### config.mk
export PLATFORM = sky130hd
export DESIGN_NAME = eeprom_front_end
export DESIGN_NICKNAME = d
export VERILOG_FILES = /design/src/design/eeprom_front_pkg.sv /design/src/design/eeprom_front_end.sv
export SDC_FILE = /design/constraint.sdc
export NUM_CORES = 1
export LEC_CHECK = 0
export ABC_AREA = 1
export BUFFER_PORTS_ARGS = -buffer_cell sky130_fd_sc_hd__buf_2
export CAP_MARGIN = 20
export CORE_MARGIN = 2
export CORE_UTILIZATION = 50
export DETAILED_ROUTE_END_ITERATION = 16
export HOLD_SLACK_MARGIN = 0.02
export PLACE_DENSITY = 0.67
export SLEW_MARGIN = 15
export SYNTH_ARGS = -nofsm -noshare
export SYNTH_HDL_FRONTEND = slang
export SYNTH_HIERARCHICAL = 1
export SYNTH_SLANG_ARGS = --single-unit
### constraint.sdc
create_clock -name clock -period 3.5 [get_ports clock]
set_clock_uncertainty 0.05 [all_clocks]
set_input_delay 0 -clock clock [delete_from_list [all_inputs] [get_ports clock]]
set_output_delay 0 -clock clock [all_outputs]
set_load 0.01 [all_outputs]
### src/design/eeprom_front_pkg.sv
`default_nettype none
package eeprom_front_pkg;
  // Protocol figures.
  localparam int          BITS_PER_BYTE  = 8;
  localparam logic [3:0]  TYPE_ARRAY     = 4'hA;
  localparam logic [3:0]  TYPE_AUX       = 4'hB;
  localparam logic [1:0]  AUX_INFO_PAGE  = 2'h0;
  localparam logic [1:0]  AUX_SERIAL     = 2'h1;
  localparam logic [1:0]  AUX_FREEZE     = 2'h2;
  localparam int          AUX_SEL_LSB    = 9;
  localparam logic [15:0] ARRAY_MASK     = 16'h1FFF;
  localparam logic [15:0] HALF_MASK      = 16'h0FFF;
  localparam logic [15:0] INFO_MASK      = 16'h001F;
  localparam logic [15:0] SERIAL_MASK    = 16'h000F;
  localparam int          FIFO_DEPTH     = 32;
  // Startup wait the master must honour, in microseconds, and its cycle count.
  localparam int          CLOCK_HZ       = 10_000_000;
  localparam int          STARTUP_WAIT_US = 10_000;
  localparam int          STARTUP_CYCLES = STARTUP_WAIT_US * (CLOCK_HZ / 1_000_000);
  // Synchroniser vector layout and reset level.
  localparam int          IN_SCL = 0;
  localparam int          IN_SDA = 1;
  localparam int          IN_PG  = 2;
  localparam int          IN_BO  = 3;
  localparam int          IN_WP  = 4;
  localparam int          IN_S0  = 5;
  localparam int          IN_W   = 8;
  localparam logic [7:0]  SYNC_RST = 8'h03;

  typedef enum logic [2:0] {
    TGT_ARRAY, TGT_INFO_PAGE, TGT_LOCK_STATUS, TGT_FREEZE, TGT_SERIAL, TGT_NONE
  } target_t;

  typedef enum logic [2:0] {
    ST_STANDBY, ST_DEV_ADDR, ST_ADDR_HI, ST_ADDR_LO, ST_WR_DATA, ST_RD_DATA
  } state_t;
endpackage
`default_nettype wire

### src/design/eeprom_front_end.sv
`default_nettype none
module rx_byte_fifo #(
  parameter int WIDTH = 8,
  parameter int DEPTH = 32
) (
  input  wire logic             clock,
  input  wire logic             rst_b,
  input  wire logic [WIDTH-1:0] in_data,
  input  wire logic             in_valid,
  output logic                  in_ready,
  output logic [WIDTH-1:0]      out_data_ff,
  output logic                  out_valid_ff,
  input  wire logic             out_ready
);
  localparam int AW = $clog2(DEPTH);

  logic [WIDTH-1:0] mem_ff [DEPTH];
  logic [AW-1:0]    wptr_ff;
  logic [AW-1:0]    rptr_ff;
  logic [AW:0]      count_ff;
  logic             push;
  logic             pop;

  assign in_ready = (count_ff != (AW+1)'(DEPTH));
  assign push     = in_valid && in_ready;
  // The output stage is a register so that the top's outputs come from flops.
  assign pop      = (count_ff != '0) && (!out_valid_ff || out_ready);

  always_ff @(posedge clock) begin
    if (push) begin
      mem_ff[wptr_ff] <= in_data;
    end
  end

  always_ff @(posedge clock) begin
    if (!rst_b) begin
      wptr_ff  <= '0;
      rptr_ff  <= '0;
      count_ff <= '0;
    end else begin
      if (push) begin
        wptr_ff <= (wptr_ff == AW'(DEPTH - 1)) ? '0 : wptr_ff + 1'b1;
      end
      if (pop) begin
        rptr_ff <= (rptr_ff == AW'(DEPTH - 1)) ? '0 : rptr_ff + 1'b1;
      end
      count_ff <= count_ff + (AW+1)'(push) - (AW+1)'(pop);
    end
  end

  always_ff @(posedge clock) begin
    if (!rst_b) begin
      out_valid_ff <= 1'b0;
      out_data_ff  <= '0;
    end else if (pop) begin
      out_valid_ff <= 1'b1;
      out_data_ff  <= mem_ff[rptr_ff];
    end else if (out_ready) begin
      out_valid_ff <= 1'b0;
    end
  end
endmodule // rx_byte_fifo

// Functional notes
// Sample SDA on SCL rise; change own SDA only after an SCL fall.
// Bytes arrive MSB first, eight bits, then a ninth acknowledge cycle.
// SDA changes while SCL is high are Start or Stop, never data.
// Start is SDA falling with SCL high; ignore the bus until one.
// Stop is SDA rising with SCL high; it ends the transaction.
// Stop after a write launches the write cycle; otherwise return to standby.
// Acknowledge by holding SDA low for the whole ninth cycle.
// Standby on power-up, after a read Stop, and when an operation completes.
// Master recovers the bus with Start, nine clocks, Start, Stop.
// After power-on release reset protocol and enter standby; ignore before it.
// Master waits at least 10.0 ms after power-up before commanding.
// Brown-out resets at once and silences the device until power returns.
// Write protect high blocks changes to main array and info page.
// First byte after Start: type code, three chip bits, direction bit.
// Accept type 1010 for array, 1011 for page, lock, serial; reject others.
// Chip-address bits must equal the three straps.
// Address byte bit 0 is direction: 1 read, 0 write.
// Acknowledge a matching address byte; on mismatch no ack, go standby.
// Then take two word-address bytes, high first, acknowledging each.
// Array uses bits 12:0; half-size variant also ignores bit 12.
// With 1011, bits 10:9 pick info page or lock status, lock, or serial; the code gives the info page for reads too, never lock status.
// 1011 write addresses the lock; 1011 read addresses the serial number.
// Master sets byte count and clocks every byte without gaps.
// Under write protect, ack address bytes but not data bytes; the code still acks data bytes to the lock.
// Synchronise and filter SCL and SDA before edge detection.
// A Start mid-transaction aborts it and restarts address reception.
module eeprom_front_end
  import eeprom_front_pkg::*;
#(
  parameter bit HALF_SIZE = 1'b0
) (
  input  wire logic   clock,
  input  wire logic   rst_b,
  input  wire logic   power_good,
  input  wire logic   brownout,
  input  wire logic   scl_i,
  input  wire logic   sda_i,
  output logic        sda_o_ff,
  output logic        sda_oe_ff,
  input  wire logic   strap_addr_bit0,
  input  wire logic   strap_addr_bit1,
  input  wire logic   strap_addr_bit2,
  input  wire logic   write_protect,
  input  wire logic   info_page_frozen,
  input  wire logic   op_done,
  output logic        standby_ff,
  output logic        write_start_ff,
  output logic        addr_valid_ff,
  output target_t     target_ff,
  output logic        read_dir_ff,
  output logic [15:0] word_addr_ff,
  output logic [7:0]  rx_data_ff,
  output logic        rx_valid_ff,
  input  wire logic   rx_ready
);
  logic [IN_W-1:0] sync1_ff;
  logic [IN_W-1:0] sync2_ff;
  logic [IN_W-1:0] sync3_ff;
  logic [IN_W-1:0] filt_ff;
  logic            scl_prev_ff;
  logic            sda_prev_ff;
  logic            alive;
  logic            scl_rise;
  logic            scl_fall;
  logic            start_seen;
  logic            stop_seen;
  state_t          state_ff;
  logic [3:0]      bit_cnt_ff;
  logic [7:0]      shift_ff;
  logic            ack_phase_ff;
  logic            acked_data_ff;
  logic [7:0]      addr_hi_ff;
  logic            aux_ff;
  logic            push;
  logic [7:0]      push_data_ff;
  logic            push_ff;
  logic            fifo_in_ready;
  logic [7:0]      rx_byte;
  logic            byte_done;
  logic            data_ok;

  function automatic target_t decode_target(input logic aux, input logic rd,
                                            input logic [15:0] wa);
    logic [1:0] sel;
    sel = wa[AUX_SEL_LSB +: 2];
    if (!aux) begin
      return TGT_ARRAY;
    end
    case (sel)
      AUX_INFO_PAGE: return rd ? TGT_INFO_PAGE : TGT_INFO_PAGE;
      AUX_FREEZE:    return rd ? TGT_NONE : TGT_FREEZE;
      AUX_SERIAL:    return rd ? TGT_SERIAL : TGT_NONE;
      default:       return TGT_NONE;
    endcase
  endfunction

  // Three stages; a filtered bit moves only when stages two and three agree.
  always_ff @(posedge clock) begin
    if (!rst_b) begin
      sync1_ff <= SYNC_RST;
      sync2_ff <= SYNC_RST;
      sync3_ff <= SYNC_RST;
      filt_ff  <= SYNC_RST;
    end else begin
      sync1_ff <= {strap_addr_bit2, strap_addr_bit1, strap_addr_bit0, write_protect,
                   brownout, power_good, sda_i, scl_i};
      sync2_ff <= sync1_ff;
      sync3_ff <= sync2_ff;
      filt_ff  <= (sync2_ff & sync3_ff) | (filt_ff & (sync2_ff ^ sync3_ff));
    end
  end

  always_ff @(posedge clock) begin
    if (!rst_b) begin
      scl_prev_ff <= 1'b1;
      sda_prev_ff <= 1'b1;
    end else begin
      scl_prev_ff <= filt_ff[IN_SCL];
      sda_prev_ff <= filt_ff[IN_SDA];
    end
  end

  // Below the power-on threshold or in brown-out the front end is held idle.
  assign alive      = filt_ff[IN_PG] && !filt_ff[IN_BO];
  assign scl_rise   = filt_ff[IN_SCL] && !scl_prev_ff;
  assign scl_fall   = !filt_ff[IN_SCL] && scl_prev_ff;
  assign start_seen = filt_ff[IN_SCL] && scl_prev_ff && sda_prev_ff && !filt_ff[IN_SDA];
  assign stop_seen  = filt_ff[IN_SCL] && scl_prev_ff && !sda_prev_ff && filt_ff[IN_SDA];
  assign byte_done  = scl_fall && (bit_cnt_ff == 4'(BITS_PER_BYTE)) && !ack_phase_ff;
  assign rx_byte    = shift_ff;

  // Array and info-page data is refused under write protect, info-page and lock data once frozen, any data with a full buffer.
  always_comb begin
    data_ok = fifo_in_ready;
    case (target_ff)
      TGT_ARRAY:     data_ok = data_ok && !filt_ff[IN_WP];
      TGT_INFO_PAGE: data_ok = data_ok && !filt_ff[IN_WP] && !info_page_frozen;
      TGT_FREEZE:    data_ok = data_ok && !info_page_frozen;
      default:       data_ok = 1'b0;
    endcase
  end

  // Bit counter and shifter.
  always_ff @(posedge clock) begin
    if (!rst_b || !alive) begin
      bit_cnt_ff   <= '0;
      shift_ff     <= '0;
      ack_phase_ff <= 1'b0;
    end else if (start_seen || stop_seen) begin
      bit_cnt_ff   <= '0;
      ack_phase_ff <= 1'b0;
    end else if (state_ff != ST_STANDBY) begin
      if (scl_rise && bit_cnt_ff < 4'(BITS_PER_BYTE)) begin
        shift_ff   <= {shift_ff[6:0], filt_ff[IN_SDA]};
        bit_cnt_ff <= bit_cnt_ff + 4'h1;
      end
      if (byte_done) begin
        ack_phase_ff <= 1'b1;
      end else if (scl_fall && ack_phase_ff) begin
        ack_phase_ff <= 1'b0;
        bit_cnt_ff   <= '0;
      end
    end
  end

  // Protocol state.
  always_ff @(posedge clock) begin
    if (!rst_b || !alive) begin
      state_ff      <= ST_STANDBY;
      aux_ff        <= 1'b0;
      read_dir_ff   <= 1'b0;
      addr_hi_ff    <= '0;
      acked_data_ff <= 1'b0;
    end else if (start_seen) begin
      state_ff      <= ST_DEV_ADDR;
      acked_data_ff <= 1'b0;
    end else if (stop_seen) begin
      state_ff <= ST_STANDBY;
    end else if (byte_done) begin
      case (state_ff)
        ST_DEV_ADDR: begin
          if ((rx_byte[7:4] == TYPE_ARRAY || rx_byte[7:4] == TYPE_AUX) &&
              rx_byte[3:1] == filt_ff[IN_S0 +: 3]) begin
            aux_ff      <= (rx_byte[7:4] == TYPE_AUX);
            read_dir_ff <= rx_byte[0];
            state_ff    <= ST_ADDR_HI;
          end else begin
            state_ff <= ST_STANDBY;
          end
        end
        ST_ADDR_HI: begin
          addr_hi_ff <= rx_byte;
          state_ff   <= ST_ADDR_LO;
        end
        ST_ADDR_LO: state_ff <= read_dir_ff ? ST_RD_DATA : ST_WR_DATA;
        ST_WR_DATA: begin
          if (data_ok) begin
            acked_data_ff <= 1'b1;
          end
        end
        default: state_ff <= state_ff;
      endcase
    end
  end

  // Word address and target latched after the low address byte.
  always_ff @(posedge clock) begin
    if (!rst_b) begin
      word_addr_ff  <= '0;
      target_ff     <= TGT_NONE;
      addr_valid_ff <= 1'b0;
    end else begin
      addr_valid_ff <= 1'b0;
      if (alive && byte_done && state_ff == ST_ADDR_LO) begin
        target_ff     <= decode_target(aux_ff, read_dir_ff, {addr_hi_ff, rx_byte});
        addr_valid_ff <= 1'b1;
        if (aux_ff) begin
          word_addr_ff <= {addr_hi_ff, rx_byte} &
                          ((addr_hi_ff[AUX_SEL_LSB-8 +: 2] == AUX_SERIAL) ? SERIAL_MASK
                                                                     : INFO_MASK);
        end else begin
          word_addr_ff <= {addr_hi_ff, rx_byte} & (HALF_SIZE ? HALF_MASK : ARRAY_MASK);
        end
      end
    end
  end

  // Acknowledge driver: pulled low from the fall after bit eight to the next fall.
  always_ff @(posedge clock) begin
    if (!rst_b || !alive) begin
      sda_oe_ff <= 1'b0;
    end else if (start_seen || stop_seen) begin
      sda_oe_ff <= 1'b0;
    end else if (byte_done) begin
      case (state_ff)
        ST_DEV_ADDR: sda_oe_ff <= (rx_byte[7:4] == TYPE_ARRAY || rx_byte[7:4] == TYPE_AUX) &&
                                  rx_byte[3:1] == filt_ff[IN_S0 +: 3];
        ST_ADDR_HI:  sda_oe_ff <= 1'b1;
        ST_ADDR_LO:  sda_oe_ff <= 1'b1;
        ST_WR_DATA:  sda_oe_ff <= data_ok;
        default:     sda_oe_ff <= 1'b0;
      endcase
    end else if (scl_fall && ack_phase_ff) begin
      sda_oe_ff <= 1'b0;
    end
  end

  // The line is open drain, so the driven level is always low.
  always_ff @(posedge clock) begin
    if (!rst_b) begin
      sda_o_ff <= 1'b0;
    end else begin
      sda_o_ff <= 1'b0;
    end
  end

  // Accepted data bytes are queued; a full buffer turns into a refused byte.
  assign push = alive && byte_done && state_ff == ST_WR_DATA && data_ok;

  always_ff @(posedge clock) begin
    if (!rst_b) begin
      push_ff      <= 1'b0;
      push_data_ff <= '0;
    end else begin
      push_ff      <= push;
      push_data_ff <= rx_byte;
    end
  end

  rx_byte_fifo #(
    .WIDTH (8),
    .DEPTH (FIFO_DEPTH)
  ) u_fifo (
    .clock        (clock),
    .rst_b        (rst_b),
    .in_data      (push_data_ff),
    .in_valid     (push_ff),
    .in_ready     (fifo_in_ready),
    .out_data_ff  (rx_data_ff),
    .out_valid_ff (rx_valid_ff),
    .out_ready    (rx_ready)
  );

  // Write launch and standby indication.
  always_ff @(posedge clock) begin
    if (!rst_b || !alive) begin
      write_start_ff <= 1'b0;
      standby_ff     <= 1'b1;
    end else begin
      write_start_ff <= stop_seen && state_ff == ST_WR_DATA && acked_data_ff &&
                        !ack_phase_ff && bit_cnt_ff == 4'h1;
      if (start_seen) begin
        standby_ff <= 1'b0;
      end else if (stop_seen) begin
        standby_ff <= !(state_ff == ST_WR_DATA && acked_data_ff && bit_cnt_ff == 4'h1);
      end else if (op_done) begin
        standby_ff <= 1'b1;
      end else if (byte_done && state_ff == ST_DEV_ADDR && !(
                   (rx_byte[7:4] == TYPE_ARRAY || rx_byte[7:4] == TYPE_AUX) &&
                   rx_byte[3:1] == filt_ff[IN_S0 +: 3])) begin
        standby_ff <= 1'b1;
      end
    end
  end
endmodule // eeprom_front_end
`default_nettype wire

* After elaboration in Yosys (flattened, before gate mapping)
Memories as Yosys holds them, arrays and structs flattened. A register that Yosys moved wholly into a read port is not among the register bits.
Index checks and enable logic that the tools add are counted.
** Cells by class
- Add/sub/neg operators :: 5
- Magnitude comparators :: 1
- Equality and inequality tests :: 16
- Reductions and logical operators :: 69
- Multiplexer cells :: 35
- Bitwise gates (word level) :: 8
** Operators by type and width (number)
- $logic_and 1x1->1 :: 30
- $mux 1 :: 20
- $pmux 3 s3 :: 2
- $and 16x5->16 :: 1
- $and 8x8->8 :: 2
- $mux 16 :: 1
- $mux 5 :: 3
- $logic_not 1->1 :: 14
- $eq 4x4->1 const B :: 3
- $mux 4 :: 3
- $add 5x1->5 const B :: 2
- $eq 5x5->1 const B :: 2
- $eq 3x2->1 const B :: 3
- $mux 3 :: 3
- $reduce_bool 3->1 :: 3
- $or 8x8->8 :: 1
- $reduce_and 4->1 :: 2
- $xor 8x8->8 :: 1
- $add 6x1->6 :: 1
- $eq 3x1->1 const B :: 2
- $ne 6x6->1 const B :: 1
- $pmux 1 s3 :: 2
- $reduce_and 2->1 :: 3
- $reduce_bool 6->1 :: 1
- other kinds (20) :: 28
** Word-level totals
- Output and inout bits :: 34
- Memories kept :: 1
- Bits in writable memories :: 256
- Register bits :: 110
- Bits of input ports :: 13
- Word-level logic and storage cells :: 162
** Memories
- u_fifo.mem_ff :: words 32, bits a word 8, read ports 1, clocked after Yosys merged registers in 1, write ports 1, RTL line eeprom_front_end.sv:17 : logic [WIDTH-1:0] mem_ff [DEPTH];

* Longest topological paths before layout
Gate-level depths: netlist (run 1).
- Depth after elaboration :: 10
- Mapped depth :: 16

* Cells and area by module
The synthesis (run 1) kept the hierarchy.
** By module, submodules not included
- rx_byte_fifo :: instances 1, area an instance 12518.3 sq um, cells an instance 1273
- eeprom_front_end :: instances 1, area an instance 3314.4 sq um, cells an instance 414

* Worst setup path after synthesis (run 1)
No wires, ideal clock.
- Path kind :: register -> register
- Start point :: reg u_fifo.count_ff[2]
- End point :: reg u_fifo.count_ff[4]
- Data arrival time :: 2.464 ns
- Period minus slack after synthesis :: 2.639 ns
- Path slack :: 0.861 ns
- Buffers on the path :: 1
- Cell stages (with the launch flop) :: 16
- Cell sequence :: dfxtp_1 inv_1 ha_1 nand4_1 nand2_2 inv_1 clkbuf_1 ha_1 inv_1 ha_1 inv_1 fa_1 nor3_1 a211oi_1 o21ai_0 a21oi_1
** Between the ends
- Elaborated cells on any way between the ends :: 6
- Those cells by class :: add/sub (2); eq/ne (1); reduce/logical (3)
** RTL lines
- start, declared :: RTL line eeprom_front_end.sv:20 : logic [AW:0] count_ff;
- start signal, assigned :: RTL line eeprom_front_end.sv:47 : count_ff <= count_ff + (AW+1)'(push) - (AW+1)'(pop);
- $reduce_bool 6->1 :: RTL line eeprom_front_end.sv:27 : assign pop = (count_ff != '0) && (!out_valid_ff || out_ready);
- $logic_and 1x1->1 :: RTL line eeprom_front_end.sv:27
- named net u_fifo.pop :: RTL line eeprom_front_end.sv:22 : logic pop;
- $sub 6x1->6 :: RTL line eeprom_front_end.sv:47
The timed path passes the listed nets, and every way through them passes these cells.
A chain may end at the register's enable or synchronous reset.

* Worst setup path after layout (run 1)
- Start point :: reg u_fifo.count_ff[2]
- End point :: mem u_fifo.mem_ff[13][7], enable pin
** Between the ends
- Word-level cells in the longest chain between the ends :: 4
** RTL lines
- $ne 6x6->1 :: RTL line eeprom_front_end.sv:24 : assign in_ready = (count_ff != (AW+1)'(DEPTH));
- named net fifo_in_ready :: RTL line eeprom_front_end.sv:141 : logic fifo_in_ready;
- $logic_and 1x1->1 :: RTL line eeprom_front_end.sv:25 : assign push = in_valid && in_ready;
- named net u_fifo.push :: RTL line eeprom_front_end.sv:21 : logic push;
- $mux 1 :: RTL line eeprom_front_end.sv:30 : if (push) begin
- $mux 1 (not written as such) :: RTL line eeprom_front_end.sv:31 : mem_ff[wptr_ff] <= in_data;
- end, declared :: RTL line eeprom_front_end.sv:17
The timed path passes the listed nets, and every way through them passes these cells.

==> results of run 1 <==
==> cells in the mapped netlist (all sizes together), types with 19 or more instances <==
cell	number	area, um2
nand2	528	2000
inv	268	1010
edfxtp	256	7690
nand3	178	891
dfxtp	112	2240
nor2	87	344
buf	53	333
a21oi	46	230
o21ai	32	160
or2	30	188
ha	27	338
clkbuf	19	71.3
==> worst paths after layout <==
kind                                                        to  cells past startpoint                          start  slack (ns)
worst min-delay path                    sync1_ff[6]$_SDFF_PN0_                      4                strap_addr_bit1        0.15
worst min register to register          sync2_ff[6]$_SDFF_PN0_                      2         sync1_ff[6]$_SDFF_PN0_        0.36
worst max register to register  u_fifo/mem_ff[13][7]$_DFFE_PP_                      7  u_fifo/count_ff[2]$_SDFF_PN0_        0.73
worst max-delay path            u_fifo/mem_ff[13][7]$_DFFE_PP_                      7  u_fifo/count_ff[2]$_SDFF_PN0_        0.73
==> what timing repair did <==
| action | 4_1_cts | 5_1_grt |
|---|---|---|
| endpoints found under the hold margin | 32 | 0 |
| hold buffers | 12 | 0 |
| endpoints found under the setup margin | 0 | 0 |
==> cell type report <==
cell class              count  area (um2)  share of cell area, %
inverters                 273        1030                   5.82
flip-flops and latches    368        9940                   56.3
clock inverters            21         198                   1.12
clock buffers              51        1080                   6.13
well taps                 402         503                   2.85
repair buffers             65         425                   2.41
multi-input cells         977        4490                   25.4
==> per-layer routing <==
metal  track usage (%)  vias to the layer above
met4              7.00                        0
met3              4.35                       70
met1              28.1                     5256
met5                 0                        -
met2              38.4                      344
li1                  -                     5461
==> state kept, by name, indices dropped and copies added (netlist names), 3 cells and up <==
register / count
rx_byte: 8
push_data_ff: 8
target_ff: 3
sync2_ff: 8
sync1_ff: 8
bit_cnt_ff: 4
state_ff: 3
u_fifo/mem_ff: 256
filt_ff: 8
addr_hi_ff: 5
u_fifo/rptr_ff: 5
u_fifo/wptr_ff: 5
u_fifo/count_ff: 6
u_fifo/out_data_ff: 8
word_addr_ff: 13
sync3_ff: 8
==> power by group through the flow <==
stage | clock [mW] | combinational [mW] | sequential (mW)
6_report | 4.06 | 2.61 | 4.80
2_1_floorplan | 0 | 1.91 | 4.88
5_1_grt | 4.33 | 2.90 | 4.81
4_1_cts | 4.13 | 2.59 | 4.80
3_3_place_gp | 0 | 2.52 | 4.89
3_5_place_dp | 0 | 2.56 | 4.90
==> cells by family after synthesis <==
logic type,Yosys count,synth area share [%]
DFF,368,62.7
buffers and inverters,345,9.04
xor gates and xnor gates,1,0.0553
AOI/OAI and AO/OA,99,3.46
other,1,0.0237
adders and majority gates,28,2.26
and+or+nand+nor,845,22.4
==> worst max-delay path, delay by kind of cell (launching register included) <==
| kind | cells | cell delay (ns) |
|---|---|---|
| fa+ha+maj | 1 | 0.20 |
| buf+inv | 2 | 0.31 |
| flops | 1 | 0.33 |
| simple gates | 4 | 1.50 |
==> through the flow <==
step / instance area (um2) / hold slack (ns)
final: 17700 / 0.146
after global routing: 17700 / 0.151
after CTS: 17700 / 0.117
after detailed placement: 16300 / 0.136
after floorplan: 15800 / 0.0476
after global placement: 16300 / 0.130
==> layout by cell type (no fill, tap or decap), types with 5 or more instances in the layout <==
cell type      Yosys  final
nor2_1            84     84
edfxtp_1         256    256
o211ai_1           8      8
clkinv_2           0     12
buf_4              8     10
nand2_1          522    522
or2_1             23     23
dlygate4sd3_1      0     12
o21ai_1            6      6
nand3_1          178    178
clkinv_1           5      8
ha_1              27     27
dfxtp_1          112    102
clkbuf_16          0     41
a22oi_1            8      8
nor3_1            13     12
o21ai_0           26     26
dfxtp_2            0      9
inv_1            266    265
or2_2              7      7
clkbuf_1          19      8
a21oi_1           46     46
buf_2             35     42
nand4_1            6      6
nand2_2            5      5
==> impl_metrics.py, run 1 <==
metrics = {
    "outcome": {
        "outcome": "complete, no violations",
    },
    "worst_setup_path": {
        "max_stage_delay_ns": 0.70,
        "worstPathCellList": "inv_1, ha_1, nand4_1, nand2_1, inv_1, nand2_1, nor2_1",
        "cp_max_fo": 11,
        "slowest_stage": "nor2_1",
        "crit_path_start_kind": "flip-flop",
        "cp.arrival_ns": 2.87,
        "endpoint_kind": "flip-flop",
        "critical_path_required_ns": 3.60,
        "critPathKind": "reg -> reg",
    },
    "global_routing": {
        "grtUsageTotal_pct": 22.2,
        "grt_pass1_wl_mm": 56.9,
        "antenna_found_initial": 0,
        "grt_max_degree": 164,
        "gr-total-overflow": 0,
        "grt_pass1_vias": 10800,
    },
    "sta": {
        "min_period_ns": 2.77,
        "drv_slew": 0,
        "fmax_mhz": 361,
        "tns_ns": 0,
        "rsz0062_at_grt": "no",
        "setup_ws_ns": 0.733,
        "max_slew_margin_pct": 35.6,
        "tightest_slew_ns": 0.965,
        "post-route-period-util_pct": 79.1,
        "hold_violations": 0,
        "finalSetupViolations": 0,
    },
    "power": {
        "p_total_mw": 11.5,
        "p_per_area_nw_per_um2": 649,
        "pwr-share-seq_pct": 41.9,
        "comb_power_share_pct": 22.7,
        "intPower_mw": 7.93,
        "leakage_nw": 7.72,
        "clkPwrFrac_pct": 35.4,
        "p_sw_share_pct": 30.9,
        "peakVddDrop_mv": 0.497,
        "power.switching_mw": 3.54,
    },
    "cells_and_area": {
        "area_growth_pct": 11.6,
        "final_util_pct": 56.3,
        "fillCellCount": 2778,
        "fin_nets": 1765,
        "fin_cells": 2157,
        "diodes": 0,
        "final_layout_size_suffix_gt1_share_pct": 8.26,
    },
    "drt": {
        "postRouteAntennaNets": 0,
        "wl_mm": 36.2,
        "drtIter0Drc": 1016,
        "met2WireLength_mm": 17.8,
        "drtPass1Iterations": 7,
        "dr.max_layer_used": "met4",
        "wl_met3_mm": 2.29,
        "avgViaCountPerCell": 5.16,
        "drc": 0,
        "met1_length_mm": 15.2,
        "avgRoutedWirePerCell_um": 16.8,
        "vias": 11100,
    },
    "job": {
        "max_cap_viol_count": 0,
    },
    "die": {
        "chipWidth_um": 182,
        "io_pins": 47,
        "num_rows": 65,
        "initial_core_util_pct": 50.4,
        "fp.dieH_um": 182,
        "core_um2": 31400,
        "dieArea_um2": 33100,
    },
    "placed_design": {
        "globalplace.congestion": 0.871,
        "place_hpwl_mm": 22.4,
        "pre_cts_ws_ns": 0.793,
        "numPlacedInstances": 2073,
        "io_buffers": 42,
    },
    "yosys": {
        "synth_cells": 1687,
        "synth_edf_count": 256,
        "yosys_register_bits": 368,
        "async_flop_share_pct": 0,
        "synth_flop_cell": "edfxtp_1",
        "synth_area_um2": 15800,
        "yosys_warnings": 6,
        "avgSynthCellArea_um2": 9.39,
        "synth-seq-area-share_pct": 62.7,
        "synth_cell_type_count": 37,
    },
    "clocking": {
        "clk-insertion-delay-late_ns": 0.53,
        "root_buffer": "clkbuf_16",
        "htreeDepth": 2,
        "postCtsSetupBuffers": 0,
        "cts_tree": "done",
        "cts_num_sinks": 368,
        "clk_path_buf_depth": 3,
        "cts-resized-gates": 0,
        "cts_buffers": 39,
        "path_clk_slew_ns": 0.06,
    },
    "worst_hold_path": {
        "holdCritPathClass": "in -> reg",
    },
}
No activity file was read; power rests on OpenSTA's default activity.
==> inputs of run 2 (changes only) <==
PLACE_DENSITY = 0.7   (was 0.67)
clock period = 2.5 ns   (was 3.5 ns; I/O delays follow)
==> run 2 against run 1 <==
Die area is the same; count of clock-buffer cells in the layout shrank 1; non-clock buffer count grew 53; via count grew 0.47%; critical endpoint is now u_fifo/count_ff[4]$_SDFF_PN0_; largest cell class unchanged.
==> impl_metrics.py, run 2 (synthesis results as in run 1) <==
metrics = {
    "worst_setup_path": {
        "crit_path_start_kind": "flip-flop",
        "cp_common_cell": "inv_1",
        "worstPathCellList": "inv_1, ha_2, nand4_1, nand2_2, inv_1, ha_1, inv_1, ha_1, inv_1, fa_2, nor3_2, a211oi_1, o21ai_1, a21oi_1",
        "critPathKind": "reg -> reg",
        "slowest_stage": "fa_2",
        "max_stage_delay_ns": 0.36,
        "critical_path_required_ns": 2.84,
        "cp.arrival_ns": 2.69,
        "endpoint_kind": "flip-flop",
        "cp_max_fo": 3,
    },
    "global_routing": {
        "grt_pass1_vias": 10800,
        "antenna_found_initial": 0,
        "gr-total-overflow": 0,
        "grt_max_degree": 106,
        "grtUsageTotal_pct": 21.7,
        "grt_pass1_wl_mm": 56.0,
    },
    "drt": {
        "drtPass1Iterations": 5,
        "postRouteAntennaNets": 0,
        "avgViaCountPerCell": 5.07,
        "avgRoutedWirePerCell_um": 16.0,
        "drc": 0,
        "wl_mm": 35.3,
        "drtIter0Drc": 934,
        "vias": 11200,
    },
    "power": {
        "peakVddDrop_mv": 0.533,
        "intPower_mw": 10.9,
        "pwr-share-seq_pct": 42.5,
        "clkPwrFrac_pct": 33.7,
        "p_sw_share_pct": 31.5,
        "comb_power_share_pct": 23.8,
        "p_per_area_nw_per_um2": 883,
        "leakage_nw": 7.95,
        "power.switching_mw": 5.01,
    },
    "job": {
        "max_cap_viol_count": 0,
    },
    "sta": {
        "tightest_slew_ns": 0.516,
        "drv_slew": 0,
        "hold_violations": 0,
        "finalSetupViolations": 0,
        "post-route-period-util_pct": 93.7,
        "min_period_ns": 2.34,
        "max_slew_margin_pct": 65.6,
        "fmax_mhz": 427,
        "tns_ns": 0,
        "rsz0062_at_grt": "no",
    },
    "die": {
        "core_um2": 31400,
        "num_rows": 65,
        "io_pins": 47,
        "fp.dieH_um": 182,
        "chipWidth_um": 182,
        "dieArea_um2": 33100,
        "initial_core_util_pct": 50.4,
    },
    "outcome": {
        "outcome": "complete, no violations",
    },
    "clocking": {
        "clk-insertion-delay-late_ns": 0.53,
        "cts_num_sinks": 368,
        "htreeDepth": 2,
        "path_clk_slew_ns": 0.06,
        "cts_tree": "done",
        "cts_buffers": 38,
        "root_buffer": "clkbuf_16",
        "clk_path_buf_depth": 3,
    },
    "placed_design": {
        "io_buffers": 42,
        "numPlacedInstances": 2126,
        "place_hpwl_mm": 22.7,
        "globalplace.congestion": 0.910,
    },
    "cells_and_area": {
        "largest_reg_flops": 256,
        "max_flop_register": "u_fifo/mem_ff",
        "diodes": 0,
        "area_growth_pct": 13.5,
        "top_regs": "u_fifo/mem_ff (256), word_addr_ff (13)",
        "final_layout_size_suffix_gt1_share_pct": 10.4,
        "mostFrequentLayoutCell": "nand2_1",
        "fin_cells": 2207,
        "fin_nets": 1817,
        "final_cell_mix": "nand2_1 (522), inv_1 (265), edfxtp_1 (256)",
    },
    "worst_hold_path": {
        "holdCritPathClass": "in -> reg",
    },
}
## run 2: cell types whose count changed in the layout (fill, tap and decap cells not counted), sizes merged
cell | previous run | this run
buf | 53 | 106
clkinv | 22 | 20
bufinv | 3 | 1
inv | 268 | 270
clkbuf | 51 | 50
## run 2: critical path, delay by kind of cell (launching register included)
kind / cells / cell delay (ns)
buffers and inverters: 4 / 0.26
DFF: 1 / 0.32
and+or+nand+nor: 3 / 0.38
adders and majority gates: 4 / 0.98
AOI/OAI and AO/OA: 3 / 0.25
## run 2: power by group through the flow
stage / registers, mW / clock network (mW) / logic [mW]
after floorplan: 6.83 / 0 / 2.68
after global placement: 6.87 / 0 / 3.67
after detailed placement: 6.88 / 0 / 3.72
after CTS: 6.75 / 5.44 / 3.76
after global routing: 6.77 / 5.70 / 4.20
final: 6.75 / 5.34 / 3.78
## run 2: cell type report
| cell class | count | area, um2 |
|---|---|---|
| clock buffer | 50 | 1050 |
| clock inverter | 19 | 135 |
| fill | 2707 | 13400 |
| sequential | 368 | 9930 |
| multi-input combinational | 977 | 4490 |
| tap | 402 | 503 |
| inverter | 273 | 1030 |
| timing repair buffer | 118 | 836 |
## run 2: what timing repair did
item | in CTS | in global routing
setup buffers | 0 | 0
resized for setup | 0 | 4
endpoints found under the hold margin | 33 | 0
hold buffers | 12 | 0
endpoints found under the setup margin | 0 | 1
## run 2: per-layer routing
layer	routed length, um	track usage [%]	up-vias	part of all wire (%)
li1	-	-	5556	-
met1	14800	28.2	5251	42
met2	17700	38.4	316	50
met5	0	0	-	0
met3	2090	2.79	60	5.9
met4	758	5.71	0	2.1
## run 2: worst paths after layout
kind | from | endpoint | slack, ns | depth (start not counted)
max | u_fifo/count_ff[3]$_SDFF_PN0_ | u_fifo/count_ff[4]$_SDFF_PN0_ | 0.16 | 14
min | strap_addr_bit1 | sync1_ff[6]$_SDFF_PN0_ | 0.14 | 4
min reg2reg | sync1_ff[1]$_SDFF_PN1_ | sync2_ff[1]$_SDFF_PN1_ | 0.36 | 1
max reg2reg | u_fifo/count_ff[3]$_SDFF_PN0_ | u_fifo/count_ff[4]$_SDFF_PN0_ | 0.16 | 14
## run 2: metrics by stage
step	hold WS (ns)	util (%)	area, um2	worst slack (ns)	power (mW)
global placement	0.130	53.1	16700	0.112	10.5
floorplan	0.0476	-	15800	0.00204	9.52
detailed placement	0.135	53.1	16700	0.0616	10.6
finish	0.138	57.3	18000	0.157	15.9
CTS	0.113	57.2	18000	0.0478	16.0
global route	0.137	57.3	18000	0.0292	16.7
==> inputs of run 3 (changes only) <==
ABC_AREA = 0   (was 1)
==> run 3 against run 2 <==
Synthesized cell count down 39%; final cell count down 29%; critical path depth up 1; non-clock buffer count up 8; core utilization up 1.1 points; power down 8.2%; via count down 22%; combinational power down 40%; sequential cell count unchanged; sequential share of layout area up 2.6 points; synthesized area down 6.3%; register-to-register slack worse by 0.04 ns.
==> impl_metrics.py, run 3 <==
metrics = {
    "worst_setup_path": {
        "r2r_start": "u_fifo/count_ff[3]$_SDFF_PN0_",
        "critPathKind": "reg -> reg",
        "reg2reg_depth": 15,
        "cpLargestDelayFamily": "adder cells",
        "cp.arrival_ns": 2.74,
        "cp_max_fo": 2,
        "worst-path-buf-inv": 5,
        "rrSetupSlack_ns": 0.12,
        "critical_path_required_ns": 2.86,
        "cp_common_cell": "inv_2",
        "endpoint_kind": "flip-flop",
        "crit_path_start_kind": "flip-flop",
        "slowest_stage": "dfxtp_2",
        "rr_endpoint": "u_fifo/count_ff[4]$_SDFF_PN0_",
        "worstPathCellList": "inv_2, ha_4, nand4bb_4, nand2_4, inv_2, ha_4, inv_1, ha_2, inv_2, fa_2, inv_1, a21oi_1, nor2_1, or3_1, and3_1",
        "max_stage_delay_ns": 0.32,
    },
    "yosys": {
        "avgSynthCellArea_um2": 14.4,
        "synth_flop_cell": "edfxtp_1",
        "synth_top_area_cell": "edfxtp_1",
        "async_flop_share_pct": 0,
        "yosys.area.top_type_share_pct": 51.8,
        "synth_area_um2": 14800,
        "ys_top_cells_by_area": "edfxtp_1 (52%), dfxtp_1 (15%), mux2i_1 (7.5%)",
        "yosys_register_bits": 368,
        "synth_edf_count": 256,
        "synth_cell_type_count": 69,
        "synthTopCellsByCount": "edfxtp_1 (256), dfxtp_1 (112), mux2i_1 (111)",
        "synth_cells": 1031,
        "synth-seq-area-share_pct": 67.0,
        "synth.most_common_cell": "edfxtp_1",
        "yosys_warnings": 6,
    },
    "drt": {
        "avgViaCountPerCell": 5.59,
        "drtPass1Iterations": 5,
        "postRouteAntennaNets": 0,
        "avgRoutedWirePerCell_um": 19.7,
        "wl_mm": 30.7,
        "drtIter0Drc": 717,
        "vias": 8731,
        "drc": 0,
    },
    "global_routing": {
        "grt_use_met3_pct": 3.68,
        "grtUsageMet2_pct": 33.0,
        "antenna_found_initial": 0,
        "gr-total-overflow": 0,
        "grt_pass1_wl_mm": 48.2,
        "grt_max_degree": 49,
        "busiest_layer": "met2",
        "use_met1_pct": 27.2,
        "grtUsageTotal_pct": 20.0,
        "grt_pass1_vias": 8663,
    },
    "die": {
        "initial_core_util_pct": 50.4,
        "core_um2": 29400,
        "chipWidth_um": 176,
        "io_pins": 47,
        "dieArea_um2": 31100,
        "fp.dieH_um": 176,
        "num_rows": 63,
    },
    "cells_and_area": {
        "area_growth_pct": 15.8,
        "final_layout_size_suffix_gt1_share_pct": 18.7,
        "max_flop_register": "u_fifo/mem_ff",
        "largest_reg_flops": 256,
        "final_cell_mix": "edfxtp_1 (256), mux2i_1 (111), dfxtp_1 (109)",
        "diodes": 0,
        "top_regs": "u_fifo/mem_ff (256), word_addr_ff (13)",
        "fin_nets": 1183,
        "final_util_pct": 58.4,
        "fillCellCount": 2272,
        "mostFrequentLayoutCell": "edfxtp_1",
        "multi_input_area_um2": 4490,
        "regArea_um2": 9940,
    },
    "placed_design": {
        "io_buffers": 42,
        "pre_cts_ws_ns": 0.0532,
        "globalplace.congestion": 0.847,
        "place_hpwl_mm": 19.3,
    },
    "sta": {
        "fmax_mhz": 420,
        "hold_violations": 0,
        "min_period_ns": 2.38,
        "max_slew_margin_pct": 56.8,
        "tns_ns": 0,
        "drv_slew": 0,
        "tightest_slew_ns": 0.648,
        "finalSetupViolations": 0,
        "holdWs_ns": 0.150,
        "post-route-period-util_pct": 95.2,
        "setup_ws_ns": 0.120,
    },
    "clocking": {
        "clk_path_buf_depth": 3,
        "cts_tree": "done",
        "clk-insertion-delay-late_ns": 0.52,
        "htreeDepth": 2,
        "path_clk_slew_ns": 0.06,
        "root_buffer": "clkbuf_16",
        "cts_buffers": 39,
        "cts_num_sinks": 368,
    },
    "outcome": {
        "outcome": "complete, no violations",
    },
    "worst_hold_path": {
        "min-delay-start": "sda_i",
        "holdCritPathClass": "in -> reg",
        "min_to": "sync1_ff[1]$_SDFF_PN1_",
        "holdPathStages": 3,
    },
    "power": {
        "leakage_nw": 5.42,
        "peakVddDrop_mv": 0.519,
        "p_total_mw": 14.6,
        "p_per_area_nw_per_um2": 848,
    },
    "job": {
        "max_cap_viol_count": 0,
    },
}
run 3: worst register-to-register path, stage by stage (launching register included):
cell,delay [ns]
dfxtp_2,0.32
inv_2,0.07
ha_4,0.15
nand4bb_4,0.13
nand2_4,0.08
inv_2,0.06
ha_4,0.25
inv_1,0.04
ha_2,0.17
inv_2,0.06
fa_2,0.19
inv_1,0.04
a21oi_1,0.13
nor2_1,0.06
or3_1,0.30
and3_1,0.16
run 3: kinds of logic (layout without fill, tap and decap cells):
kind of cell,Yosys count,count (layout),synth area share (%)
adder cells (fa/ha/maj),28,28,2.41
multiplexers,127,127,9.97
AO/OA/AOI/OAI,140,140,6.44
flip-flops,368,368,67.0
AND/OR/NAND/NOR,281,281,10.5
XOR/XNOR,7,7,0.413
buffers and inverters,79,217,3.33
other,1,4,0.0253
run 3: through the flow:
step / cells / area [um2]
finish: 1562 / 17200
global route: 1562 / 17200
CTS: 1560 / 17100
detailed placement: 1477 / 15800
global placement: 1477 / 15800
floorplan: 1034 / 14900
run 3: how the worst max path moves through the flow:
stage / startpoint / end / slack (ns) / cells after the start
after floorplan: u_fifo/count_ff[4]$_SDFF_PN0_ / u_fifo/count_ff[4]$_SDFF_PN0_ / 0.02 / 16
after global placement: u_fifo/count_ff[4]$_SDFF_PN0_ / u_fifo/count_ff[4]$_SDFF_PN0_ / 0.11 / 15
after detailed placement: u_fifo/count_ff[4]$_SDFF_PN0_ / u_fifo/count_ff[4]$_SDFF_PN0_ / 0.05 / 15
after CTS: u_fifo/count_ff[4]$_SDFF_PN0_ / u_fifo/count_ff[4]$_SDFF_PN0_ / 0.05 / 15
after global routing: u_fifo/count_ff[3]$_SDFF_PN0_ / u_fifo/count_ff[4]$_SDFF_PN0_ / -0.01 / 15
final: u_fifo/count_ff[3]$_SDFF_PN0_ / u_fifo/count_ff[4]$_SDFF_PN0_ / 0.12 / 15
run 3: routing by layer:
metal | up-vias | routed length [um]
li1 | 4106 | -
met1 | 4306 | 13500
met2 | 257 | 14900
met3 | 62 | 1600
met4 | 0 | 708
met5 | - | 0
run 3: cell type report:
cell class	count	area share, %
tap	390	2.84
inverter	20	0.437
clock buffer	53	6.49
multi-input combinational	587	26.2
sequential	368	57.9
timing repair buffer	126	5.29
clock inverter	18	0.904
run 3: timing repair:
action                                 CTS  global route
gates resized for setup                  0             4
setup endpoints to repair                0             1
hold buffers                            12             0
endpoints found under the hold margin   15             0
buffers inserted                         0             2
run 3: report_power, final:
part / internal [mW] / total [mW] / switching [mW]
sequential: 6.56 / 6.71 / 0.152
combinational: 1.03 / 2.25 / 1.21
clock: 3.35 / 5.61 / 2.26
